$ cat config.mk
export PLATFORM = sky130hd
export DESIGN_NAME = cpca_ctrl_regs
export DESIGN_NICKNAME = d
export VERILOG_FILES = /design/src/shared/cpca_pkg.sv /design/src/rtl/cpca_ctrl_regs.sv /design/src/rtl/cpca_frame_timer.sv /design/src/rtl/cpca_serial_port.sv
export VERILOG_INCLUDE_DIRS = /design/src /design/src/shared
export SDC_FILE = /design/constraint.sdc
export NUM_CORES = 1
export LEC_CHECK = 0
export CORE_MARGIN = 4
export CORE_UTILIZATION = 65
export CTS_CLUSTER_DIAMETER = 200
export DETAILED_ROUTE_END_ITERATION = 16
export DONT_BUFFER_PORTS = 1
export GPL_ROUTABILITY_DRIVEN = 0
export GPL_TIMING_DRIVEN = 0
export PLACE_DENSITY_LB_ADDON = 0.3
export SETUP_SLACK_MARGIN = 0.1
export SYNTH_ARGS = -nofsm -noshare
export SYNTH_HDL_FRONTEND = slang
export SYNTH_SLANG_ARGS = --single-unit
$ cat constraint.sdc
create_clock -name ref_clk -period 3.4 [get_ports ref_clk]
set_input_delay 0.68 -clock ref_clk [delete_from_list [all_inputs] [get_ports ref_clk]]
set_output_delay 0.68 -clock ref_clk [all_outputs]
set_load 0.01 [all_outputs]
$ cat src/shared/cpca_cfg.svh
/*
   offsets, write masks, reset values and timing counts of the codec
   control register bank; assumes byte-wide registers and 7-bit addresses
*/
`ifndef CPCA_CFG_SVH
`define CPCA_CFG_SVH

`define CPCA_NUM_REGS 11
`define CPCA_OFS_PWR1 7'h00
`define CPCA_OFS_PWR2 7'h01
`define CPCA_OFS_RTA 7'h02
`define CPCA_OFS_RTB 7'h03
`define CPCA_OFS_IFM 7'h04
`define CPCA_OFS_RATE 7'h05
`define CPCA_OFS_TMR 7'h06
`define CPCA_OFS_LCA 7'h07
`define CPCA_OFS_LREF 7'h08
`define CPCA_OFS_LCC 7'h0B
`define CPCA_OFS_PWR3 7'h10

`define CPCA_MSK_PWR1 8'h7D
`define CPCA_MSK_PWR2 8'h0B
`define CPCA_MSK_RTA 8'hF7
`define CPCA_MSK_RTB 8'hFF
`define CPCA_MSK_IFM 8'hFB
`define CPCA_MSK_RATE 8'hE7
`define CPCA_MSK_TMR 8'h7F
`define CPCA_MSK_LCA 8'hFF
`define CPCA_MSK_LREF 8'hFF
`define CPCA_MSK_LCC 8'hFF
`define CPCA_MSK_PWR3 8'h1F

`define CPCA_RST_PWR1 8'h00
`define CPCA_RST_PWR2 8'h00
`define CPCA_RST_RTA 8'h01
`define CPCA_RST_RTB 8'h00
`define CPCA_RST_IFM 8'h02
`define CPCA_RST_RATE 8'h00
`define CPCA_RST_TMR 8'h00
`define CPCA_RST_LCA 8'h00
`define CPCA_RST_LREF 8'hE1
`define CPCA_RST_LCC 8'h28
`define CPCA_RST_PWR3 8'h00

// adc start-up interval and zero-cross timeout base, in sample periods
`define CPCA_ADC_INIT_FS 11'h423
`define CPCA_ZC_BASE_FS 11'h080
`define CPCA_SER_BITS 5'h10
`define CPCA_SER_ADDR_BITS 5'h07
`define CPCA_SER_LAST 5'h0F

`endif

$ cat src/shared/cpca_pkg.sv
/*
   types of the codec control register bank; assumes cpca_cfg.svh
   carries the numbers
*/
package cpca_pkg;

   typedef struct packed {
      logic valid;
      logic [6:0] addr;
      logic [7:0] data;
   } cpca_wr_t;

   typedef struct packed {
      logic commonModeRefPower;
      logic monoInputPower;
      logic speakerAmpPower;
      logic lineOutPower;
      logic dacPower;
      logic leftAdcPower;
      logic rightAdcPower;
      logic micSupplyPower;
      logic pllPowerMode;
   } cpca_power_t;

   typedef struct packed {
      logic masterMode;
      logic masterClockOutEnable;
      logic [1:0] clockOutFreqSelect;
      logic bitClockOutSelect;
      logic [1:0] serialFormatSelect;
      logic [3:0] pllReferenceSelect;
      logic [3:0] rateSelect;
   } cpca_clock_t;

   typedef struct packed {
      logic dacToSpeakerSwitch;
      logic monoToSpeakerSwitch;
      logic dacToLineSwitch;
      logic monoToLineSwitch;
      logic [2:0] micAmpGain;
      logic filterPathSelect;
      logic lineOutPowerSave;
      logic [1:0] speakerGain;
      logic [1:0] lineOutGain;
   } cpca_route_t;

   typedef struct packed {
      logic [2:0] recoveryWaitSelect;
      logic [1:0] zeroCrossTimeoutSelect;
      logic [1:0] firstRecoverySpeed;
      logic [1:0] limiterThreshold;
      logic [1:0] recoveryGainStep;
      logic [1:0] limiterAttenStep;
      logic limiterZeroCrossDisable;
      logic recordLevelCtrlEnable;
      logic playbackLevelCtrlEnable;
      logic fastLimitEnable;
      logic [7:0] recoveryReference;
   } cpca_level_t;

endpackage

$ cat src/rtl/cpca_ctrl_regs.sv
/*
   control register bank of a stereo codec: power, clocks, routing,
   interface format, level-control timers; assumes a host on the
   three-wire port and a frame clock pin in the ref_clk domain
*/
`timescale 1ns/10ps
`default_nettype none
`include "cpca_cfg.svh"
module cpca_ctrl_regs
   import cpca_pkg::*;
(
   input wire logic ref_clk,
   input wire logic rst_n,
   input wire logic hwPowerDownPin_n,
   input wire logic cpuSelect_n,
   input wire logic cpuClk,
   input wire logic cpuDataIn,
   output logic cpuDataOut,
   input wire logic frameClockPin,
   input wire logic alcGainPending,
   input wire logic alcOverFullScale,
   input wire logic alcZeroCross,
   output logic alcGainApply,
   output cpca_power_t blockPower,
   output cpca_clock_t clockCfg,
   output cpca_route_t routeCfg,
   output cpca_level_t levelCfg,
   output logic allPowerDown,
   output logic adcDataEnable,
   output logic serialDataOutForceLow,
   output logic lineOutToGround,
   output logic speakerPosPinOe_n,
   output logic speakerNegPinMid,
   output logic masterClockOutPin
);
   localparam int N = `CPCA_NUM_REGS;
   localparam logic [6:0] REG_ADDR [N] = '{`CPCA_OFS_PWR1, `CPCA_OFS_PWR2, `CPCA_OFS_RTA,
      `CPCA_OFS_RTB, `CPCA_OFS_IFM, `CPCA_OFS_RATE, `CPCA_OFS_TMR, `CPCA_OFS_LCA,
      `CPCA_OFS_LREF, `CPCA_OFS_LCC, `CPCA_OFS_PWR3};
   localparam logic [7:0] REG_MASK [N] = '{`CPCA_MSK_PWR1, `CPCA_MSK_PWR2, `CPCA_MSK_RTA,
      `CPCA_MSK_RTB, `CPCA_MSK_IFM, `CPCA_MSK_RATE, `CPCA_MSK_TMR, `CPCA_MSK_LCA,
      `CPCA_MSK_LREF, `CPCA_MSK_LCC, `CPCA_MSK_PWR3};
   localparam logic [7:0] REG_RST [N] = '{`CPCA_RST_PWR1, `CPCA_RST_PWR2, `CPCA_RST_RTA,
      `CPCA_RST_RTB, `CPCA_RST_IFM, `CPCA_RST_RATE, `CPCA_RST_TMR, `CPCA_RST_LCA,
      `CPCA_RST_LREF, `CPCA_RST_LCC, `CPCA_RST_PWR3};

   cpca_wr_t wrReq;
   logic [6:0] rdAddr;
   logic [7:0] rdData;
   logic [7:0] regs_q [N];
   logic [7:0] pwr1, pwr2, rta, rtb, ifm, rate, tmr, lca, lref, lcc, pwr3;
   logic adcOn, adcOnPrev_q, framePrev_q, frameTick;
   logic initBusy, initDone;
   logic pendPrev_q, zcBusy, zcDone;
   logic [10:0] zcLimit;
   logic [3:0] divCnt_q;
   logic spkOn, lineOn;

   cpca_serial_port u_port (
      .ref_clk(ref_clk),
      .rst_n(rst_n),
      .cpuSelect_n(cpuSelect_n),
      .cpuClk(cpuClk),
      .cpuDataIn(cpuDataIn),
      .rdData(rdData),
      .rdAddr(rdAddr),
      .wrReq(wrReq),
      .cpuDataOut(cpuDataOut)
   );

   // pin low holds every register at default, not just at the edge
   for (genvar i = 0; i < N; i++) begin : g_reg
      always_ff @(posedge ref_clk or negedge rst_n) begin
         if (!rst_n) begin
            regs_q[i] <= REG_RST[i];
         end else if (!hwPowerDownPin_n) begin
            regs_q[i] <= REG_RST[i];
         end else if (wrReq.valid && wrReq.addr == REG_ADDR[i]) begin
            regs_q[i] <= wrReq.data & REG_MASK[i];
         end
      end
   end

   assign pwr1 = regs_q[0];
   assign pwr2 = regs_q[1];
   assign rta = regs_q[2];
   assign rtb = regs_q[3];
   assign ifm = regs_q[4];
   assign rate = regs_q[5];
   assign tmr = regs_q[6];
   assign lca = regs_q[7];
   assign lref = regs_q[8];
   assign lcc = regs_q[9];
   assign pwr3 = regs_q[10];

   // masked bits are stored as zero, so reads need no second mask
   always_comb begin
      rdData = 8'h00;
      for (int i = 0; i < N; i++) begin
         if (rdAddr == REG_ADDR[i]) begin
            rdData = regs_q[i];
         end
      end
   end

   // power: pwr1, pwr2[1:0], rta[2] and pwr3[0] all zero, clock output included, shuts all blocks
   always_comb begin
      allPowerDown = !hwPowerDownPin_n || ((pwr1 & `CPCA_MSK_PWR1) == 8'h00 &&
         (pwr2 & `CPCA_MSK_PWR2 & ~8'h08) == 8'h00 && rta[2] == 1'b0 &&
         (pwr3 & 8'h01) == 8'h00);
   end

   always_comb begin
      blockPower = '0;
      if (!allPowerDown) begin
         blockPower.commonModeRefPower = pwr1[6];
         blockPower.monoInputPower = pwr1[5];
         blockPower.speakerAmpPower = pwr1[4];
         blockPower.lineOutPower = pwr1[3];
         blockPower.dacPower = pwr1[2];
         blockPower.leftAdcPower = pwr1[0];
         blockPower.rightAdcPower = pwr3[0];
         blockPower.micSupplyPower = rta[2];
         blockPower.pllPowerMode = pwr2[0];
      end
   end

   always_comb begin
      clockCfg.masterMode = pwr2[3];
      clockCfg.masterClockOutEnable = pwr2[1];
      clockCfg.clockOutFreqSelect = rate[7:6];
      clockCfg.bitClockOutSelect = ifm[3];
      clockCfg.serialFormatSelect = ifm[1:0];
      clockCfg.pllReferenceSelect = ifm[7:4];
      clockCfg.rateSelect = {rate[5], rate[2:0]};
   end

   assign lineOn = blockPower.lineOutPower;
   assign spkOn = blockPower.speakerAmpPower;

   always_comb begin
      routeCfg.dacToSpeakerSwitch = rta[5];
      routeCfg.monoToSpeakerSwitch = rta[6];
      routeCfg.dacToLineSwitch = rta[4] && lineOn;
      routeCfg.monoToLineSwitch = rtb[2] && lineOn;
      routeCfg.micAmpGain = {rta[1], rtb[5], rta[0]};
      routeCfg.filterPathSelect = rtb[7];
      routeCfg.lineOutPowerSave = rtb[6];
      routeCfg.speakerGain = rtb[4:3];
      routeCfg.lineOutGain = rtb[1:0];
   end

   always_comb begin
      levelCfg.recoveryWaitSelect = {tmr[6], tmr[3:2]};
      levelCfg.zeroCrossTimeoutSelect = tmr[5:4];
      levelCfg.firstRecoverySpeed = tmr[1:0];
      levelCfg.limiterThreshold = {lcc[6], lca[0]};
      levelCfg.recoveryGainStep = {lcc[7], lca[1]};
      levelCfg.limiterAttenStep = lca[3:2];
      levelCfg.limiterZeroCrossDisable = lca[4];
      levelCfg.recordLevelCtrlEnable = lca[5];
      levelCfg.playbackLevelCtrlEnable = lca[6];
      levelCfg.fastLimitEnable = lca[7];
      levelCfg.recoveryReference = lref;
   end

   // pin outputs derived from effective power
   always_comb begin
      lineOutToGround = !lineOn;
      speakerPosPinOe_n = !(spkOn && rta[7]);
      speakerNegPinMid = spkOn && !rta[7];
      serialDataOutForceLow = rtb[7] && blockPower.dacPower;
   end

   // frame clock sampled as a plain synchronous input: one tick per frame
   always_ff @(posedge ref_clk or negedge rst_n) begin
      if (!rst_n) begin
         framePrev_q <= 1'b0;
         adcOnPrev_q <= 1'b0;
         pendPrev_q <= 1'b0;
      end else begin
         framePrev_q <= frameClockPin;
         adcOnPrev_q <= adcOn;
         pendPrev_q <= alcGainPending;
      end
   end

   assign frameTick = frameClockPin && !framePrev_q;
   assign adcOn = blockPower.leftAdcPower || blockPower.rightAdcPower;

   // restart on each change from both adcs off to either adc on
   cpca_frame_timer #(.W(11)) u_adc_init (
      .ref_clk(ref_clk),
      .rst_n(rst_n),
      .start(adcOn && !adcOnPrev_q),
      .clear(!adcOn),
      .tick(frameTick),
      .limit(`CPCA_ADC_INIT_FS),
      .busy(initBusy),
      .done(initDone)
   );

   assign adcDataEnable = adcOn && initDone;

   // zero-cross timeout doubles per select step from the base
   assign zcLimit = `CPCA_ZC_BASE_FS << tmr[5:4];

   cpca_frame_timer #(.W(11)) u_zc_timeout (
      .ref_clk(ref_clk),
      .rst_n(rst_n),
      .start(alcGainPending && !pendPrev_q),
      .clear(!alcGainPending),
      .tick(frameTick),
      .limit(zcLimit),
      .busy(zcBusy),
      .done(zcDone)
   );

   always_comb begin
      alcGainApply = alcGainPending && ((lca[7] && alcOverFullScale) ||
         (lca[4] && alcOverFullScale) || alcZeroCross || zcDone);
   end

   // stand-in divider; true rates come from the audio clock tree
   always_ff @(posedge ref_clk or negedge rst_n) begin
      if (!rst_n) begin
         divCnt_q <= '0;
      end else begin
         divCnt_q <= divCnt_q + 4'h1;
      end
   end

   always_ff @(posedge ref_clk or negedge rst_n) begin
      if (!rst_n) begin
         masterClockOutPin <= 1'b0;
      end else begin
         masterClockOutPin <= pwr2[1] && hwPowerDownPin_n && divCnt_q[rate[7:6]];
      end
   end
endmodule // cpca_ctrl_regs
`default_nettype wire

$ cat src/rtl/cpca_frame_timer.sv
/*
   counts sample-period ticks up to a run-time limit; assumes tick is a
   one-cycle pulse in the ref_clk domain
*/
`timescale 1ns/10ps
`default_nettype none
module cpca_frame_timer
   import cpca_pkg::*;
#(
   parameter int W = 11
) (
   input wire logic ref_clk,
   input wire logic rst_n,
   input wire logic start,
   input wire logic clear,
   input wire logic tick,
   input wire logic [W-1:0] limit,
   output logic busy,
   output logic done
);
   logic [W-1:0] cnt_q;

   always_ff @(posedge ref_clk or negedge rst_n) begin
      if (!rst_n) begin
         cnt_q <= '0;
         busy <= 1'b0;
         done <= 1'b0;
      end else if (clear) begin
         cnt_q <= '0;
         busy <= 1'b0;
         done <= 1'b0;
      end else if (start) begin
         cnt_q <= '0;
         busy <= 1'b1;
         done <= 1'b0;
      end else if (busy && tick) begin
         if (cnt_q == limit - W'(1)) begin
            busy <= 1'b0;
            done <= 1'b1;
         end else begin
            cnt_q <= cnt_q + W'(1);
         end
      end
   end
endmodule // cpca_frame_timer
`default_nettype wire

$ cat src/rtl/cpca_serial_port.sv
/*
   three-wire control port: 16-bit frames, write flag, 7-bit address,
   8 data bits, msb first; assumes pins synchronous to ref_clk
*/
`timescale 1ns/10ps
`default_nettype none
`include "cpca_cfg.svh"
module cpca_serial_port
   import cpca_pkg::*;
(
   input wire logic ref_clk,
   input wire logic rst_n,
   input wire logic cpuSelect_n,
   input wire logic cpuClk,
   input wire logic cpuDataIn,
   input wire logic [7:0] rdData,
   output logic [6:0] rdAddr,
   output cpca_wr_t wrReq,
   output logic cpuDataOut
);
   logic clkPrev_q;
   logic [4:0] cnt_q;
   logic [14:0] shift_q;
   logic [7:0] out_q;
   logic rise;

   assign rise = cpuClk && !clkPrev_q && !cpuSelect_n;
   assign rdAddr = {shift_q[5:0], cpuDataIn};
   assign cpuDataOut = out_q[7];

   always_ff @(posedge ref_clk or negedge rst_n) begin
      if (!rst_n) begin
         clkPrev_q <= 1'b0;
      end else begin
         clkPrev_q <= cpuClk;
      end
   end

   always_ff @(posedge ref_clk or negedge rst_n) begin
      if (!rst_n) begin
         cnt_q <= '0;
         shift_q <= '0;
      end else if (cpuSelect_n) begin
         cnt_q <= '0;
      end else if (rise && cnt_q < `CPCA_SER_BITS) begin
         shift_q <= {shift_q[13:0], cpuDataIn};
         cnt_q <= cnt_q + 5'h01;
      end
   end

   // a short frame never commits; an over-long one commits at its sixteenth bit
   always_ff @(posedge ref_clk or negedge rst_n) begin
      if (!rst_n) begin
         wrReq <= '0;
      end else begin
         wrReq.valid <= rise && cnt_q == `CPCA_SER_LAST && shift_q[14];
         wrReq.addr <= shift_q[13:7];
         wrReq.data <= {shift_q[6:0], cpuDataIn};
      end
   end

   // read data leaves on the rising edges after the address
   always_ff @(posedge ref_clk or negedge rst_n) begin
      if (!rst_n) begin
         out_q <= '0;
      end else if (cpuSelect_n) begin
         out_q <= '0;
      end else if (rise && cnt_q == `CPCA_SER_ADDR_BITS && !shift_q[6]) begin
         out_q <= rdData;
      end else if (rise && cnt_q > `CPCA_SER_ADDR_BITS) begin
         out_q <= {out_q[6:0], 1'b0};
      end
   end
endmodule // cpca_serial_port
`default_nettype wire

# [After elaboration in Yosys (flattened, before gate mapping)]
# Index checks and enable logic that the tools add are counted.
[op_classes] n_eq_ne=41 bitwise=2 muxes=65 n_shift=1 n_addsub=5 reduce_logical=65 n_lt_le_gt_ge=3
[op_table] operator="8-bit two-way mux" n=36
[op_table] operator="11-bit two-way mux" n=8
[op_table] operator="7-bit by 3-bit == test with 1-bit output (second input constant)" n=8
[op_table] operator="1-bit logical AND" n=38
[op_table] operator="7-bit by 2-bit == test with 1-bit output (second input constant)" n=4
[op_table] operator="7-bit by 4-bit == test with 1-bit output (second input constant)" n=4
[op_table] operator="8-bit logical NOT" n=3
[op_table] operator="11-bit by 1-bit adder with 11-bit output (second input constant)" n=2
[op_table] operator="2-bit by 1-bit != test with 1-bit output (second input constant)" n=11
[op_table] operator="1-bit two-way mux" n=17
[op_table] operator="7-bit by 1-bit == test with 1-bit output (second input constant)" n=2
[op_table] operator="7-bit by 5-bit == test with 1-bit output (second input constant)" n=2
[op_table] operator="7-bit logical NOT" n=2
[op_table] operator="3-bit by 1-bit != test with 1-bit output (second input constant)" n=4
[op_table] operator="11-bit == test" n=1
[op_table] operator="11-bit == test (second input constant)" n=1
[op_table] operator="8-bit by 2-bit left shift with 11-bit output (first input constant)" n=1
[op_table] operator="11-bit by 1-bit subtractor with 11-bit output (second input constant)" n=1
[op_table] operator="1-bit logical NOT" n=10
[op_table] operator="5-bit two-way mux" n=2
[op_table] operator="2-bit AND reduction" n=5
[op_table] operator="9-bit two-way mux" n=1
[op_table] operator="3-bit by 2-bit != test with 1-bit output (second input constant)" n=2
[op_table] operator="5-bit by 1-bit adder with 5-bit output (second input constant)" n=1
[op_table] operator="other kinds (11)" n=16
[word_totals] ff_bits=167 output_inout_bits=71 wordCells=211 input_bits=10

# [Depth between registers and ports, before layout]
[depth] ltp_word=14 mapped_depth=8

# [Modules after synthesis]
# A second synthesis with hierarchy kept.
[hier_totals] cells_unflattened=919 hier_area_um2=8924.8
[by_module_without_submodules] mod="cpca_ctrl_regs" instances=1 area_per_inst_um2=4747.1 seq_area_each_um2=2037.0 cells_each=471
[by_module_without_submodules] mod="cpca_serial_port" instances=1 area_per_inst_um2=1854.3 seq_area_each_um2=1126.1 cells_each=177
[by_module_without_submodules] mod="cpca_frame_timer (u_adc_init)" instances=1 area_per_inst_um2=1228.7 seq_area_each_um2=325.3 cells_each=145
[by_module_without_submodules] mod="cpca_frame_timer (u_zc_timeout)" instances=1 area_per_inst_um2=1094.8 seq_area_each_um2=325.3 cells_each=126

# [Least setup slack after synthesis]
# No wires, ideal clock.
[synth_timing] kind="input to register" startpoint="in cpuDataIn" endpoint="reg u_port.out_q[1]" n_path_buf=1 slack_ps=1294 required_ps=3274 setup_ps=126 cell_stages=6 arrival_time_ps=1980 path_cell_list="buf_2 > mux4_2 > o21ai_0 > a21o_1 > a31oi_1 > a221o_1"
[synth_via] elab_chain_len=14 word_cells_on_any_way=24 cone_classes="10 x eq/ne; 13 x mux; 1 x reduce/logical"
[synth_rtl] element="start: declaration" line="cpca_ctrl_regs.sv:17" text="input wire logic cpuDataIn,"
[synth_rtl] element="7-bit logical NOT" line="cpca_ctrl_regs.sv:100" text="if (rdAddr == REG_ADDR[i]) begin"
[synth_rtl] element="8-bit two-way mux (10 in series)" line="cpca_ctrl_regs.sv:100"
[synth_rtl] element="8-bit two-way mux (*)" line="cpca_ctrl_regs.sv:100"
[synth_rtl] element="8-bit two-way mux (*)" line="cpca_serial_port.sv:68" text="end else if (rise && cnt_q == `CPCA_SER_ADDR_BITS && !shift_q[6]) begin"
[synth_rtl] element="8-bit two-way mux (*)" line="cpca_serial_port.sv:66" text="end else if (cpuSelect_n) begin"
[synth_rtl] element="end signal: assignment" line="cpca_serial_port.sv:69" text="out_q <= rdData;"
[synth_rtl] element="end signal: assignment" line="cpca_serial_port.sv:71" text="out_q <= {out_q[6:0], 1'b0};"
[synth_rtl] element="end: declaration" line="cpca_serial_port.sv:24" text="logic [7:0] out_q;"
# Mark *: on every way between the ends. The rest lies on a longest branch, timed or not.
# A chain may end at the register's enable or synchronous reset.

==> flow_summary.json <==
{
  "drt-initial-drc-count": 725,
  "area.growth.synth_to_final_pct": 10.54,
  "drc": 0,
  "synth_seq_cells": 152,
  "violations": "hold timing",
  "worst_pin_slew_ns": 0.8318,
  "timing.critical_path.to_type": "output pin",
  "post_drt_wl_per_cell_um": 21.67,
  "routed-via-count": 5837,
  "power.combinational.fraction": 0.137,
  "power_frac_clock": 0.422,
  "synth_top_family_by_area": "simple AND/OR/NAND/NOR gates",
  "dp.cells": 866,
  "synth-compound-area-share": 0.1037,
  "grt_first_pass_wirelength_mm": 31.27,
  "post-route-min-period_ns": 2.514,
  "synth_fa_ha_area_frac": 0.009959,
  "core_mm2": 0.01137,
  "synth_warnings": 0,
  "switching_share": 0.2730,
  "synth.cell_area_mm2": 0.007538,
  "tritoncts": "built",
  "grt_max_degree": 153,
  "dieArea_mm2": 0.01338,
  "rows": 39,
  "postSynth.topFlopCell": "dfrtp_1",
  "fin_cells": 897,
  "timing_max_transition_violations_final": 0,
  "grt_use_met1": 0.3864,
  "dieWidth_um": 115.7,
  "hpwlAfterDp_mm": 13.43,
  "cts-buffers-inserted": 17,
  "sequential_fraction_of_the_synthesis_area": 0.5059,
  "wirelength_mm": 19.44,
  "use_met3": 0.1091,
  "postCtsSetupBuffers": 0,
  "cts.reportedPaths.clkPinSlew_ns": 0.05,
  "finish.net_count": 758,
  "endpoints_failing_setup": 0,
  "grt_antenna_before_repair": 0,
  "number_of_unique_standard_cell_types_used_by_synthesis": 73,
  "grt_setup_unrepaired": "no",
  "cts.repair.resized": 0,
  "area_fraction_in_and_or_nand_and_nor_cells_after_synthesis": 0.1915,
  "static_leakage_nw": 3.699,
  "fin_util": 0.7329,
  "layout.cells.most_common": "dfrtp_1",
  "clock.fmax_mhz": 397.7,
  "setup.worst_path.start_class": "primary input",
  "ioPinCount": 81,
  "clock_tree.buffer_depth": 2,
  "ant_nets": 0,
  "timing.critical_path.arrival_ns": 1.83,
  "maximum_ir_drop_on_the_vdd_rail_mv": 0.6004,
  "num-fill-cells": 786,
  "crit_fanout": 10,
  "seqPwrFrac": 0.441,
  "layout_cell_share_with_drive_strength_beyond_1": 0.1393,
  "slew-limit-headroom": 0.4311,
  "initial_utilization": 0.6630,
  "post_synth.cell_area_avg_um2": 10.43,
  "n_antenna_cell": 0,
  "final.setup_skew_ns": 0.007484,
  "synth_enable_flop_cells": 0,
  "place_area_mm2": 0.007717,
  "place.port_buffers": 0,
  "fraction_of_synthesized_area_in_multiplexers": 0.1237,
  "fraction_of_registers_with_async_set_reset": 1.000,
  "via_count_of_the_first_global_routing_pass": 5883,
  "tritoncts_num_sinks": 152,
  "finalInstanceArea_mm2": 0.008333,
  "global_routing_usage_summed_across_all_routing_layers": 0.3083,
  "globalRoute.busiestLayer": "met2",
  "status": "finished, violations left",
  "grtUsageMet2": 0.4877,
  "drt-vias-per-instance": 6.507,
  "power.density_cell_area_mw_per_mm2": 553.3,
  "ctsRootBufferMaster": "clkbuf_16",
  "timing.critical_path.required_ns": 2.72,
  "clkLatencyLatePin_ns": 0.43,
  "syn-instance-count": 723,
  "post_syn_nets": 739,
  "grt-ovfl-total": 0,
  "timing.setup.critical_path_class": "in -> out",
  "layout.cells.most_common_list": "dfrtp_1, nor2_1, mux2i_1",
  "worst_hold_slack_ns": -0.05508,
  "synthXorXnorAreaFrac": 0.02207,
  "drt-pass1-iter-count": 5,
  "die-height_um": 115.7,
  "internal_power_mw": 3.352,
  "period_utilization": 0.7395,
  "h_tree_level_count": 4,
  "hold_class": "in -> async",
  "max_cap_violations": 0,
  "timing.reg2reg.worst_path_depth": 7,
  "power.net_switching_mw": 1.259,
  "finalSetupTns_ns": 0,
  "hold_violations": 144
}
==> critical path, cell delays in order <==
cell	delay [ns]
clkbuf_1	0.30
clkbuf_1	0.48
nand2_1	0.22
inv_1	0.16
==> metal layers <==
metal  part of all wire  vias to the layer above
li1                   -                     2597
met1               0.38                     2833
met2               0.47                      333
met3               0.11                       74
met4              0.038                        0
met5                  0                        -
==> stage by stage <==
stage / hold slack, ns / setup slack (ns) / total power [mW]
CTS: -0.07057 / 0.8700 / 4.608
global route: -0.07439 / 0.7783 / 4.767
detailed placement: 0.3576 / 0.7590 / 2.665
floorplan: 0.3487 / 1.294 / 2.453
finish: -0.05508 / 0.8858 / 4.611
global placement: 0.3504 / 0.6908 / 2.647
==> power by group through the flow <==
stage               combinational [mW]  sequential, mW  clock [mW]
CTS                              0.605            2.03        1.97
global placement                 0.591            2.06           0
detailed placement               0.602            2.06           0
floorplan                        0.428            2.02           0
finish                           0.631            2.03        1.95
global route                     0.665            2.05        2.05
==> cells by family (layout without fill, tap and decap cells) <==
| group | count (synthesis) | after routing |
|---|---|---|
| AOI/OAI and AO/OA | 112 | 112 |
| xor gates and xnor gates | 19 | 19 |
| and+or+nand+nor | 281 | 281 |
| DFF | 152 | 152 |
| muxes | 87 | 87 |
| adders and majority gates | 6 | 6 |
| buffers and inverters | 66 | 97 |
==> path summary, 6_finish.rpt <==
check,startpoint,to,slack [ns]
max,hwPowerDownPin_n,blockPower[5],0.89
min,rst_n,u_adc_init.cnt_q[8],-0.06
max reg2reg,u_port.shift_q[0],u_port.out_q[7],1.04
min reg2reg,u_port.shift_q[0],u_port.wrReq[1],0.37
max in group asynchronous,rst_n,ifm[1],3.21
min in group ref_clk,cpuClk,u_port.clkPrev_q,0.28
==> state kept, by name, summed over array words and instances (netlist names), 8 cells and up <==
name                cells
lca                     8
u_port.out_q            8
u_port.wrReq           16
u_zc_timeout.cnt_q     11
lref                    8
lcc                     8
rtb                     8
u_adc_init.cnt_q       11
u_port.shift_q         15
==> final cells by class <==
type	count	area, um^2	area share
sequential	152	3814	0.4577
multi-input combinational	505	3400	0.4080
clock buffer	23	498.0	0.05976
buffer	55	284.0	0.03408
tap	143	178.9	0.02147
clock inverter	8	117.6	0.01411
inverter	11	41.29	0.004955
==> synthesized netlist by cell type, drive strengths merged (9+ instances only) <==
| cell | instances | area [um^2] |
|---|---|---|
| xor2 | 12 | 105.1 |
| and3 | 10 | 62.56 |
| dfrtp | 144 | 3603 |
| nand3 | 39 | 200.2 |
| buf | 30 | 190.2 |
| mux2 | 19 | 214.0 |
| a31oi | 9 | 56.30 |
| mux2i | 65 | 650.6 |
| a21oi | 38 | 205.2 |
| nand4 | 9 | 56.30 |
| inv | 11 | 41.29 |
| and2 | 16 | 100.1 |
| nor2 | 93 | 359.1 |
| o21ai | 14 | 70.07 |
| nand2 | 61 | 229.0 |
| clkbuf | 25 | 93.84 |
Power figures use the tool's default switching activity.
